[src/hw/hbbcc_pkg.sv]
// Package of constants and types for the Head of Bus B configuration control block
package hbbcc_pkg;
    // Register offsets (byte addresses)
    localparam logic [7:0] HBBCC_REG_CTRL = 8'h00;
    localparam logic [7:0] HBBCC_REG_TIMER = 8'h04;
    localparam logic [7:0] HBBCC_REG_STATUS = 8'h08;
    // CTRL field positions
    localparam int HBBCC_CTRL_CC12_BIT = 0;
    localparam int HBBCC_CTRL_CCD2_BIT = 1;
    // STATUS field positions
    localparam int HBBCC_ST_STATE_LSB = 0;
    localparam int HBBCC_ST_ETS_BIT = 3;
    localparam int HBBCC_ST_HOBB_BIT = 4;
    localparam int HBBCC_ST_LINK_BIT = 5;
    localparam int HBBCC_ST_SWAP_BIT = 6;
    localparam int HBBCC_ST_TS_LSB = 7;
    localparam int HBBCC_ST_CONT_BIT = 9;
    // Values after reset
    localparam logic HBBCC_CC12_RESET = 1'b0;
    localparam logic HBBCC_CCD2_RESET = 1'b1;
    localparam logic [15:0] HBBCC_TIMER_RESET = 16'h0100;
    // Bus identification field values
    localparam logic [1:0] HBBCC_BIF_NONE = 2'h0;
    localparam logic [1:0] HBBCC_BIF_BUS_A = 2'h1;
    localparam logic [1:0] HBBCC_BIF_BUS_B = 2'h2;
    // Head of bus state machine, Gray coded along the usual path
    typedef enum logic [2:0] {
        HBBCC_INITIALIZE = 3'h0,
        HBBCC_HOB_DFLT = 3'h1,
        HBBCC_HOB_WAIT_DFLT = 3'h3,
        HBBCC_HOB_ACTIVE = 3'h2,
        HBBCC_HOB_WAIT_ACTIVE = 3'h6
    } hbbcc_state_t;
    // Head of bus status values
    typedef enum logic [1:0] {
        HBBCC_HOBS_RELAY = 2'h0,
        HBBCC_HOBS_WAITING = 2'h1,
        HBBCC_HOBS_STABLE = 2'h2
    } hbbcc_hobs_t;
    // 125 us timing source choices
    typedef enum logic [1:0] {
        HBBCC_TS_EITHER_BUS = 2'h0,
        HBBCC_TS_EXTERNAL = 2'h1,
        HBBCC_TS_BUS_B = 2'h2,
        HBBCC_TS_NODE_CLOCK = 2'h3
    } hbbcc_ts_t;
endpackage

[src/hw/hbbcc_top.sv]
// Head of Bus B configuration control state machine with register port
// Functional notes
// - Head of Bus B machine has exactly five states.
// - Default node powers up in HOB_Active, Head of Bus B emits STABLE.
// - CC_1 node powers up in Initialize.
// - In Initialize, output BIF 00 while empty management octets are indicated.
// - CC_1 node stays in Initialize until consistent BIF Bus A or B arrives.
// - Valid BIF assigns port labels and moves Initialize to HOB_Dflt.
// - Leaving Initialize sets the CC_1 flag to NORMAL when head of bus supported.
// - BIF Bus B at port A from HOB_Dflt returns to Initialize.
// - HOB_Dflt keeps Head of Bus B inactive while disabled or link up.
// - Link down, flag normal, BIF Bus A at port A: restart timer, emit WAITING.
// - HOB_Wait_Dflt arbitrates while normal, link down and timer running.
// - Default node honours both flag settings; others need only DISABLED.
// - Flag source is default flag on default node, CC_1 flag otherwise.
// - Default DSGS and HOBS reach Bus A before CC_2 processing.
// - Default node chooses timing source and requests it at port A.
// - Default ETSS reaches Bus A before CC_2 processing.
// - Default node keeps data path continuity when only slot generator runs.
// - Default node selects node clock when link is down, slot generator only, ETS not active.
// - Timer expiry in HOB_Wait_Dflt enters HOB_Active, emitting STABLE.
// - ETS active exactly when ETS status up and flag normal.
//
// Our own choices: the strobed register port and the register offsets.
`timescale 1ns/100ps
module hbbcc_top #(
    parameter bit DEFAULT_NODE = 1'b0,
    parameter bit HOB_SUPPORT = 1'b1,
    parameter int TIMER_WIDTH = 16
) (
    // Clock, reset and enable
    input wire logic clk_sys,
    input wire logic reset_n,
    input wire logic clk_en,
    // Register port
    input wire logic [7:0] reg_addr,
    input wire logic [31:0] reg_wdata,
    input wire logic reg_wr,
    input wire logic reg_rd,
    output logic [31:0] reg_rdata,
    // Link and timing status pins
    input wire logic link_status_2_up,
    input wire logic ets_status_up,
    // Received bus identification per physical port
    input wire logic [1:0] bif_rx_p0,
    input wire logic [1:0] bif_rx_p1,
    input wire logic empty_mgmt_ind,
    // Bus identification output
    output logic [1:0] bif_tx,
    output logic bif_tx_en,
    // Default function inputs and received status on Bus B
    input wire logic [1:0] dflt_dsgs,
    input wire logic [1:0] dflt_hobs,
    input wire logic [1:0] dflt_etss,
    input wire logic hob_op_dsg_only,
    input wire logic etss_b_present,
    // Bus A status writes and Bus B head status
    output logic [1:0] bus_a_dsgs,
    output logic [1:0] bus_a_hobs,
    output logic [1:0] bus_a_etss,
    output hbbcc_pkg::hbbcc_hobs_t hobs_b_tx,
    output logic hob_b_active,
    output logic ets_active,
    // Timing source request and data path continuity
    output hbbcc_pkg::hbbcc_ts_t ts_source,
    output logic ts_req,
    output logic path_continuity,
    output logic port_swap
);
    import hbbcc_pkg::*;

    initial begin
        if (TIMER_WIDTH < 2 || TIMER_WIDTH > 32) begin
            $error("TIMER_WIDTH must lie in 2..32");
        end
    end

    hbbcc_state_t state;
    hbbcc_state_t next_state;
    logic link_meta, link_up, ets_meta, ets_up;
    logic cc12_normal, ccd2_normal, flag_normal;
    logic [TIMER_WIDTH-1:0] timer_limit;
    logic [TIMER_WIDTH-1:0] timer_cnt;
    logic timer_restart, timer_expired, timer_running;
    logic [1:0] bif_at_a, bif_at_b;
    logic labels_ok, leave_init, bif_b_at_a;
    logic next_swap;
    hbbcc_ts_t next_ts;

    // Two-stage synchronisers for the status pins
    always_ff @(posedge clk_sys) begin
        if (!reset_n) begin
            link_meta <= 1'b0;
            link_up <= 1'b0;
            ets_meta <= 1'b0;
            ets_up <= 1'b0;
        end else if (clk_en) begin
            link_meta <= link_status_2_up;
            link_up <= link_meta;
            ets_meta <= ets_status_up;
            ets_up <= ets_meta;
        end
    end

    // Flag source depends on node role
    assign flag_normal = DEFAULT_NODE ? ccd2_normal : cc12_normal;

    // Control register; hardware set of the CC_1 flag wins over software
    always_ff @(posedge clk_sys) begin
        if (!reset_n) begin
            cc12_normal <= HBBCC_CC12_RESET;
            ccd2_normal <= HBBCC_CCD2_RESET;
        end else if (clk_en) begin
            if (reg_wr && reg_addr == HBBCC_REG_CTRL) begin
                cc12_normal <= reg_wdata[HBBCC_CTRL_CC12_BIT];
                ccd2_normal <= reg_wdata[HBBCC_CTRL_CCD2_BIT];
            end
            if (!DEFAULT_NODE && HOB_SUPPORT && leave_init) begin
                cc12_normal <= 1'b1;
            end
        end
    end

    // Timer expiry value register
    always_ff @(posedge clk_sys) begin
        if (!reset_n) begin
            timer_limit <= TIMER_WIDTH'(HBBCC_TIMER_RESET);
        end else if (clk_en && reg_wr && reg_addr == HBBCC_REG_TIMER) begin
            timer_limit <= reg_wdata[TIMER_WIDTH-1:0];
        end
    end

    // Read data, valid one cycle after the strobe; unmapped reads give zero
    always_ff @(posedge clk_sys) begin
        if (!reset_n) begin
            reg_rdata <= 32'h0;
        end else if (clk_en) begin
            reg_rdata <= 32'h0;
            if (reg_rd) begin
                case (reg_addr)
                    HBBCC_REG_CTRL: begin
                        reg_rdata[HBBCC_CTRL_CC12_BIT] <= cc12_normal;
                        reg_rdata[HBBCC_CTRL_CCD2_BIT] <= ccd2_normal;
                    end
                    HBBCC_REG_TIMER: begin
                        reg_rdata[TIMER_WIDTH-1:0] <= timer_limit;
                    end
                    HBBCC_REG_STATUS: begin
                        reg_rdata[HBBCC_ST_STATE_LSB+:3] <= state;
                        reg_rdata[HBBCC_ST_ETS_BIT] <= ets_active;
                        reg_rdata[HBBCC_ST_HOBB_BIT] <= hob_b_active;
                        reg_rdata[HBBCC_ST_LINK_BIT] <= link_up;
                        reg_rdata[HBBCC_ST_SWAP_BIT] <= port_swap;
                        reg_rdata[HBBCC_ST_TS_LSB+:2] <= ts_source;
                        reg_rdata[HBBCC_ST_CONT_BIT] <= path_continuity;
                    end
                    default: begin
                        reg_rdata <= 32'h0;
                    end
                endcase
            end
        end
    end

    // Arbitration timer: reload on restart, one-cycle expiry at the last count
    assign timer_running = timer_cnt != '0;
    assign timer_expired = clk_en && timer_cnt == TIMER_WIDTH'(1) && !timer_restart;
    always_ff @(posedge clk_sys) begin
        if (!reset_n) begin
            timer_cnt <= '0;
        end else if (clk_en) begin
            if (timer_restart) begin
                timer_cnt <= timer_limit;
            end else if (timer_running) begin
                timer_cnt <= timer_cnt - TIMER_WIDTH'(1);
            end
        end
    end

    // Port labelling: the port that hears Bus A identification is labelled A
    assign bif_at_a = port_swap ? bif_rx_p1 : bif_rx_p0;
    assign bif_at_b = port_swap ? bif_rx_p0 : bif_rx_p1;
    assign bif_b_at_a = !DEFAULT_NODE && bif_at_a == HBBCC_BIF_BUS_B;
    // Labelling is consistent when some port hears Bus A or B and the two ports do not claim the same bus
    assign labels_ok = (bif_rx_p0 == HBBCC_BIF_BUS_A || bif_rx_p0 == HBBCC_BIF_BUS_B
                        || bif_rx_p1 == HBBCC_BIF_BUS_A || bif_rx_p1 == HBBCC_BIF_BUS_B)
                       && !(bif_rx_p0 != HBBCC_BIF_NONE && bif_rx_p0 == bif_rx_p1);
    assign leave_init = clk_en && state == HBBCC_INITIALIZE && labels_ok;

    always_comb begin
        next_swap = port_swap;
        if (state == HBBCC_INITIALIZE && labels_ok) begin
            next_swap = bif_rx_p1 == HBBCC_BIF_BUS_A || bif_rx_p0 == HBBCC_BIF_BUS_B;
        end
    end

    always_ff @(posedge clk_sys) begin
        if (!reset_n) begin
            port_swap <= 1'b0;
        end else if (clk_en) begin
            port_swap <= next_swap;
        end
    end

    // Next state and timer restart for the head of bus machine
    always_comb begin
        next_state = state;
        timer_restart = 1'b0;
        case (state)
            HBBCC_INITIALIZE: begin
                if (labels_ok) begin
                    next_state = HBBCC_HOB_DFLT;
                end
            end
            HBBCC_HOB_DFLT: begin
                if (bif_b_at_a) begin
                    next_state = HBBCC_INITIALIZE;
                end else if (!link_up && flag_normal
                             && (DEFAULT_NODE || bif_at_a == HBBCC_BIF_BUS_A)) begin
                    next_state = HBBCC_HOB_WAIT_DFLT;
                    timer_restart = 1'b1;
                end
            end
            HBBCC_HOB_WAIT_DFLT: begin
                if (bif_b_at_a) begin
                    next_state = HBBCC_INITIALIZE;
                end else if (link_up || !flag_normal) begin
                    next_state = HBBCC_HOB_DFLT;
                end else if (timer_cnt == TIMER_WIDTH'(1)) begin
                    next_state = HBBCC_HOB_ACTIVE;
                end
            end
            HBBCC_HOB_ACTIVE: begin
                if (bif_b_at_a) begin
                    next_state = HBBCC_INITIALIZE;
                end else if (!flag_normal) begin
                    next_state = HBBCC_HOB_DFLT;
                end else if (link_up) begin
                    next_state = HBBCC_HOB_WAIT_ACTIVE;
                    timer_restart = 1'b1;
                end
            end
            HBBCC_HOB_WAIT_ACTIVE: begin
                if (bif_b_at_a) begin
                    next_state = HBBCC_INITIALIZE;
                end else if (timer_cnt == TIMER_WIDTH'(1) || !flag_normal) begin
                    next_state = HBBCC_HOB_DFLT;
                end else if (!link_up) begin
                    next_state = HBBCC_HOB_ACTIVE;
                end
            end
            default: begin
                next_state = HBBCC_HOB_DFLT;
            end
        endcase
    end

    // State register; power-up state follows node role
    always_ff @(posedge clk_sys) begin
        if (!reset_n) begin
            state <= DEFAULT_NODE ? HBBCC_HOB_ACTIVE : HBBCC_INITIALIZE;
        end else if (clk_en) begin
            state <= next_state;
        end
    end

    // Head of Bus B resource and its status toward Bus B
    always_ff @(posedge clk_sys) begin
        if (!reset_n) begin
            hobs_b_tx <= DEFAULT_NODE ? HBBCC_HOBS_STABLE : HBBCC_HOBS_RELAY;
            hob_b_active <= DEFAULT_NODE;
        end else if (clk_en) begin
            case (next_state)
                HBBCC_HOB_WAIT_DFLT, HBBCC_HOB_WAIT_ACTIVE: begin
                    hobs_b_tx <= HBBCC_HOBS_WAITING;
                    hob_b_active <= 1'b1;
                end
                HBBCC_HOB_ACTIVE: begin
                    hobs_b_tx <= HBBCC_HOBS_STABLE;
                    hob_b_active <= 1'b1;
                end
                default: begin
                    hobs_b_tx <= HBBCC_HOBS_RELAY;
                    hob_b_active <= 1'b0;
                end
            endcase
        end
    end

    // Bus identification output while initializing
    always_ff @(posedge clk_sys) begin
        if (!reset_n) begin
            bif_tx <= HBBCC_BIF_NONE;
            bif_tx_en <= 1'b0;
        end else if (clk_en) begin
            bif_tx <= HBBCC_BIF_NONE;
            bif_tx_en <= state == HBBCC_INITIALIZE && empty_mgmt_ind;
        end
    end

    // External timing source machine
    always_ff @(posedge clk_sys) begin
        if (!reset_n) begin
            ets_active <= 1'b0;
        end else if (clk_en) begin
            ets_active <= ets_up && flag_normal;
        end
    end

    // Default function writes Bus A status first; CC_2 then reads these registers
    always_ff @(posedge clk_sys) begin
        if (!reset_n) begin
            bus_a_dsgs <= 2'h0;
            bus_a_hobs <= 2'h0;
            bus_a_etss <= 2'h0;
        end else if (clk_en && DEFAULT_NODE) begin
            bus_a_dsgs <= dflt_dsgs;
            bus_a_hobs <= dflt_hobs;
            bus_a_etss <= dflt_etss;
        end
    end

    // Timing source choice of the default function
    always_comb begin
        if (ets_active) begin
            next_ts = HBBCC_TS_EXTERNAL;
        end else if (hob_op_dsg_only) begin
            next_ts = link_up ? HBBCC_TS_EITHER_BUS : HBBCC_TS_NODE_CLOCK;
        end else if (etss_b_present) begin
            next_ts = HBBCC_TS_BUS_B;
        end else begin
            next_ts = HBBCC_TS_NODE_CLOCK;
        end
    end

    // Timing source request pulses on the default node whenever the choice changes
    always_ff @(posedge clk_sys) begin
        if (!reset_n) begin
            ts_source <= HBBCC_TS_NODE_CLOCK;
            ts_req <= 1'b0;
            path_continuity <= 1'b0;
        end else if (clk_en) begin
            ts_req <= DEFAULT_NODE && next_ts != ts_source;
            if (DEFAULT_NODE) begin
                ts_source <= next_ts;
            end
            path_continuity <= DEFAULT_NODE && hob_op_dsg_only;
        end
    end
endmodule

[config.mk]
export PLATFORM = sky130hd
export DESIGN_NAME = hbbcc_top
export DESIGN_NICKNAME = d
export VERILOG_FILES = /design/src/hw/hbbcc_pkg.sv /design/src/hw/hbbcc_top.sv
export SDC_FILE = /design/constraint.sdc
export NUM_CORES = 1
export LEC_CHECK = 0
export ABC_AREA = 1
export BUFFER_PORTS_ARGS = -buffer_cell sky130_fd_sc_hd__buf_2
export CORE_ASPECT_RATIO = 2
export CORE_MARGIN = 2
export CORE_UTILIZATION = 32
export DETAILED_ROUTE_END_ITERATION = 12
export GPL_TIMING_DRIVEN = 0
export HOLD_SLACK_MARGIN = 0.06
export PLACE_DENSITY = 0.6
export SETUP_SLACK_MARGIN = 0.4
export SYNTH_ARGS = -nofsm -noshare
export SYNTH_HDL_FRONTEND = slang
export SYNTH_SLANG_ARGS = --single-unit
[constraint.sdc]
create_clock -name clk_sys -period 5.15 [get_ports clk_sys]
set_input_delay 1.2875 -clock clk_sys [delete_from_list [all_inputs] [get_ports clk_sys]]
set_output_delay 1.2875 -clock clk_sys [all_outputs]
set_load 0.005 [all_outputs]
Yosys cells after proc, flatten, opt, wreduce, memory -nomap -nowiden
Cells that the tools add are included.
{"block": "op_classes", "eq_ne": 17, "mux": 30, "add_sub_neg": 1, "reduce_logical": 33}
{"cell": "$mux 16", "n": 3}
{"cell": "$mux 3", "n": 12}
{"cell": "$eq 16x1->1 const B", "n": 1}
{"cell": "$pmux 8 s2", "n": 1}
{"cell": "$reduce_bool 16->1", "n": 1}
{"cell": "$sub 16x1->16 const B", "n": 1}
{"cell": "$pmux 3 s5", "n": 1}
{"cell": "$eq 3x2->1 const B", "n": 4}
{"cell": "$logic_and 1x1->1", "n": 12}
{"cell": "$eq 8x3->1 const B", "n": 1}
{"cell": "$eq 8x4->1 const B", "n": 1}
{"cell": "$logic_not 8->1", "n": 1}
{"cell": "$mux 1", "n": 8}
{"cell": "$reduce_and 2->1", "n": 4}
{"cell": "$eq 2x1->1 const B", "n": 3}
{"cell": "$eq 2x2->1 const B", "n": 3}
{"cell": "$eq 3x3->1 const B", "n": 2}
{"cell": "$logic_or 1x1->1", "n": 6}
{"cell": "$mux 6", "n": 1}
{"cell": "$pmux 2 s3", "n": 1}
{"cell": "$reduce_bool 2->1", "n": 3}
{"cell": "$pmux 2 s2", "n": 1}
{"cell": "$eq 3x1->1 const B", "n": 1}
{"cell": "$logic_not 1->1", "n": 3}
{"cell": "other kinds (6)", "n": 6}
{"block": "totals", "output_inout_bits": 50, "ff_bits": 79}

Logic depth before layout (Yosys ltp)
{"block": "logic_depth", "ltp_word": 10, "mapped_depth": 14}

Worst setup path after synthesis
OpenSTA, ideal clock, no wires.
{"block": "synth_timing", "path_kind": "input port to flip-flop", "from": "input reg_addr[7]", "to": "register timer_limit[10]", "cell_stages": 9, "slack_ns": 2.647, "t_arrival_ns": 2.387, "path_buffers": 1, "setup_ns": 0.116, "cell_sequence": "nor2_1 > nand2_1 > inv_1 > nand4_1 > nor2_1 > inv_1 > clkbuf_1 > nor2_1 > nor2_1"}
{"block": "synth_via", "elab_chain_cells": 2}
{"item": "start: declaration", "line_no": "hbbcc_top.sv:36", "rtl": "input wire logic [7:0] reg_addr,"}
{"item": "$eq 8x3->1", "line_no": "hbbcc_top.sv:128", "rtl": "end else if (clk_en && reg_wr && reg_addr == HBBCC_REG_TIMER) begin"}
{"item": "$logic_and 1x1->1", "line_no": "hbbcc_top.sv:128"}
{"item": "end signal: assignment", "line_no": "hbbcc_top.sv:127", "rtl": "timer_limit <= TIMER_WIDTH'(HBBCC_TIMER_RESET);"}
{"item": "end signal: assignment", "line_no": "hbbcc_top.sv:129", "rtl": "timer_limit <= reg_wdata[TIMER_WIDTH-1:0];"}
{"item": "end: declaration", "line_no": "hbbcc_top.sv:82", "rtl": "logic [TIMER_WIDTH-1:0] timer_limit;"}
Every way passes these cells.
A chain may end at the register's enable or synchronous reset.

Worst setup path in the final report
{"block": "layout_timing", "from": "input reg_addr[5]", "to": "register timer_limit[14]"}
Same word-level chain as after synthesis.

==> impl_metrics.tcl <==
set metrics [dict create \
    post_cts_resized 0 \
    synthFlopType "dfxtp_1" \
    crit_chain "buf_2, nor2_1, nand2_1, inv_1, nand4_1, nor2_1, inv_1, clkbuf_1, nor2_1, nor2_1" \
    die_h_um 152 \
    drv_slew 0 \
    drc 0 \
    grt_max_degree 12 \
    grt_pass1_wl_um 15100 \
    r2r_cells 14 \
    dp_hpwl_um 7200 \
    r2r_end "timer_cnt[11]" \
    critical_path_class "in -> reg" \
    cp-end-kind "flip-flop" \
    io_pins 110 \
    tns_ps 0 \
    clk_latency_ps 330 \
    synth_edf_count 0 \
    setup_viol 0 \
    cp.required_ps 5370 \
    grt_antenna_before_repair 0 \
    ys_seq_area_frac 0.362 \
    wl_per_cell_um 12.5 \
    worst_pin_slew_ps 711 \
    yosysWarningCount 0 \
    critPathSlowestCell "nor2_1" \
    synthCells 520 \
    startpoint_type "primary input" \
    synth_area_leaders "dfxtp_1, nand2_1, nor2_1, buf_4, o21ai_0" \
    synth_area_um2 3490 \
    synth_top_area_frac 0.362 \
    clock-root-buffer "clkbuf_16" \
    slowest_delay_ps 430 \
    path_max_fanout 10 \
    ir_drop_mv 0.231 \
    final_cell_mix "nand2_1, nor2_1, dfxtp_1" \
    min_path_type "reg -> reg" \
    synth-seq-cells 63 \
    outcome "finished clean" \
    via_count 3378 \
    nFillCells 1164 \
    diodes 0 \
    nets 677 \
    post-cts-setup-buffers 0 \
    die_w_um 77.8 \
    slew_headroom 0.526 \
    drv_cap 0 \
    period_needed_ps 2780 \
    cp-startpoint "reg_addr[5]" \
    drt-total-wl_um 9440 \
    crit_top_cell "nor2_1" \
    period_share 0.539 \
    r2r_start "port_swap" \
    numCtsBuffers 9 \
    area_growth_syn_to_layout_pct 23.6 \
    synthDistinctLibCells 37 \
    start_util 0.325 \
    finClkSkew_ps 6.04 \
    final_common_cell "nand2_1" \
    switching_share 0.360 \
    cts_buffer_depth 2 \
    rsz0062_at_grt "no" \
    dr.pass1.iters 4 \
    numPortBuffers 55 \
    avgSynthCellArea_um2 6.71 \
    track_usage 0.166 \
    grt_pass1_vias 3063 \
    max_freq_ghz 0.360 \
    num_rows 54 \
    ant_nets 0 \
    drt_iter0_drc 150 \
    r2r_slack_ps 3330 \
    p_per_area_nw_per_um2 408 \
    grt_overflow 0 \
    yosys.area.top_type "dfxtp_1" \
    place_congestion 0.911 \
    postCtsHoldBufs 0 \
    worstPathArrival_ps 3000 \
    cts_tree "yes" \
    drive_gt1_frac 0.195 \
    pwr-share-seq 0.333 \
    combPwrFrac 0.349 \
    p_int_mw 1.13 \
    dieArea_um2 11800 \
    ctsHtreeMaxLevel 3 \
    hold-worst-slack_ps 463 \
    core-area_um2 10700 \
    viasPerCell 4.47 \
    clkPwrFrac 0.318 \
    p_sw_mw 0.632 \
    endpoint "timer_limit[14]" \
    p_leak_nw 2.03 \
    clock-sinks 63 \
    clk_pin_slew_ps 50 \
    ys_async_sr_fraction 0 \
    finalHoldViolCount 0 \
]
[cell usage after synthesis, types with 2 or more instances]
master and number:
a211oi_1 2, nand3b_1 2, o211ai_1 4, nand4_1 3, buf_1 2, nand2_4 2
clkbuf_1 10, a21oi_2 2, ha_1 5, nor3_1 4, nor2_2 3, xor2_1 2
conb_1 2, buf_2 3, clkinv_1 2, inv_1 29, o22ai_1 2, o21ai_1 2
nor2_1 88, a21oi_1 35, xnor2_1 10, buf_4 30, buf_6 2, dfxtp_1 63
o21ai_0 42, nand2_1 126, a22oi_1 6, inv_2 3, nand3_1 26
[layer usage]
metal | global-route usage | vias to the layer above | part of all wire
met5 | 0 | - | 0
met4 | 0.0830 | 0 | 0.030
met3 | 0.0367 | 24 | 0.052
met2 | 0.256 | 106 | 0.46
met1 | 0.215 | 1444 | 0.46
li1 | - | 1804 | -
[cells by family (layout without fill, tap and decap cells)]
logic type,after synthesis,count (layout),share of synthesized area
AOI/OAI and AO/OA,95,95,0.148
xor gates and xnor gates,12,12,0.0301
adders and majority gates,5,5,0.0179
buffers and inverters,83,153,0.128
DFF,63,63,0.362
other,2,28,0.00215
and+or+nand+nor,260,260,0.312
[per-stage QoR]
stage / total power [mW] / std cells / utilization / instance area [um^2] / worst slack [ps]
final: 1.76 / 756 / 0.401 / 4310 / 2370
after global routing: 1.88 / 756 / 0.401 / 4310 / 2240
after CTS: 1.77 / 756 / 0.401 / 4310 / 2390
after detailed placement: 1.20 / 741 / 0.376 / 4040 / 2070
after global placement: 1.20 / 741 / 0.376 / 4040 / 2110
after floorplan: 1.08 / 546 / - / 3580 / 2650
[worst max-delay path: cells and delay by family]
kind / cells / cell delay [ps]
and+or+nand+nor: 6 / 1040
buffers and inverters: 4 / 670
[area by class of cell]
class | count | area [um^2] | share of cell area
Multi-Input combinational cell | 400 | 1880 | 0.435
Sequential cell | 63 | 1260 | 0.293
Buffer | 47 | 308 | 0.0714
Timing Repair Buffer | 55 | 275 | 0.0639
Clock buffer | 11 | 243 | 0.0563
Tap cell | 140 | 175 | 0.0406
Inverter | 36 | 139 | 0.0322
Clock inverter | 4 | 32.5 | 0.00755
[power groups by stage]
stage	clock (mW)	sequential, mW	combinational (mW)
2_1_floorplan	0	0.583	0.494
3_3_place_gp	0	0.595	0.604
3_5_place_dp	0	0.596	0.609
4_1_cts	0.569	0.585	0.613
5_1_grt	0.596	0.593	0.694
6_report	0.559	0.586	0.613
[how the worst min path moves through the flow]
stage	start	to	slack, ps	cells past startpoint
after global placement	ccd2_normal	ccd2_normal	450	2
final	reg_rdata[15]	reg_rdata[15]	460	2
after CTS	ccd2_normal	ccd2_normal	460	2
after detailed placement	ccd2_normal	ccd2_normal	450	2
after global routing	reg_rdata[0]	reg_rdata[0]	480	2
after floorplan	ccd2_normal	ccd2_normal	430	2
[flip-flops by register name (all words and copies together), names as in the netlist, 2 cells and up]
signal	count
hobs_b_tx	2
state	3
timer_limit	16
reg_rdata	16
timer_cnt	16
(Power assumes the default switching activity.)
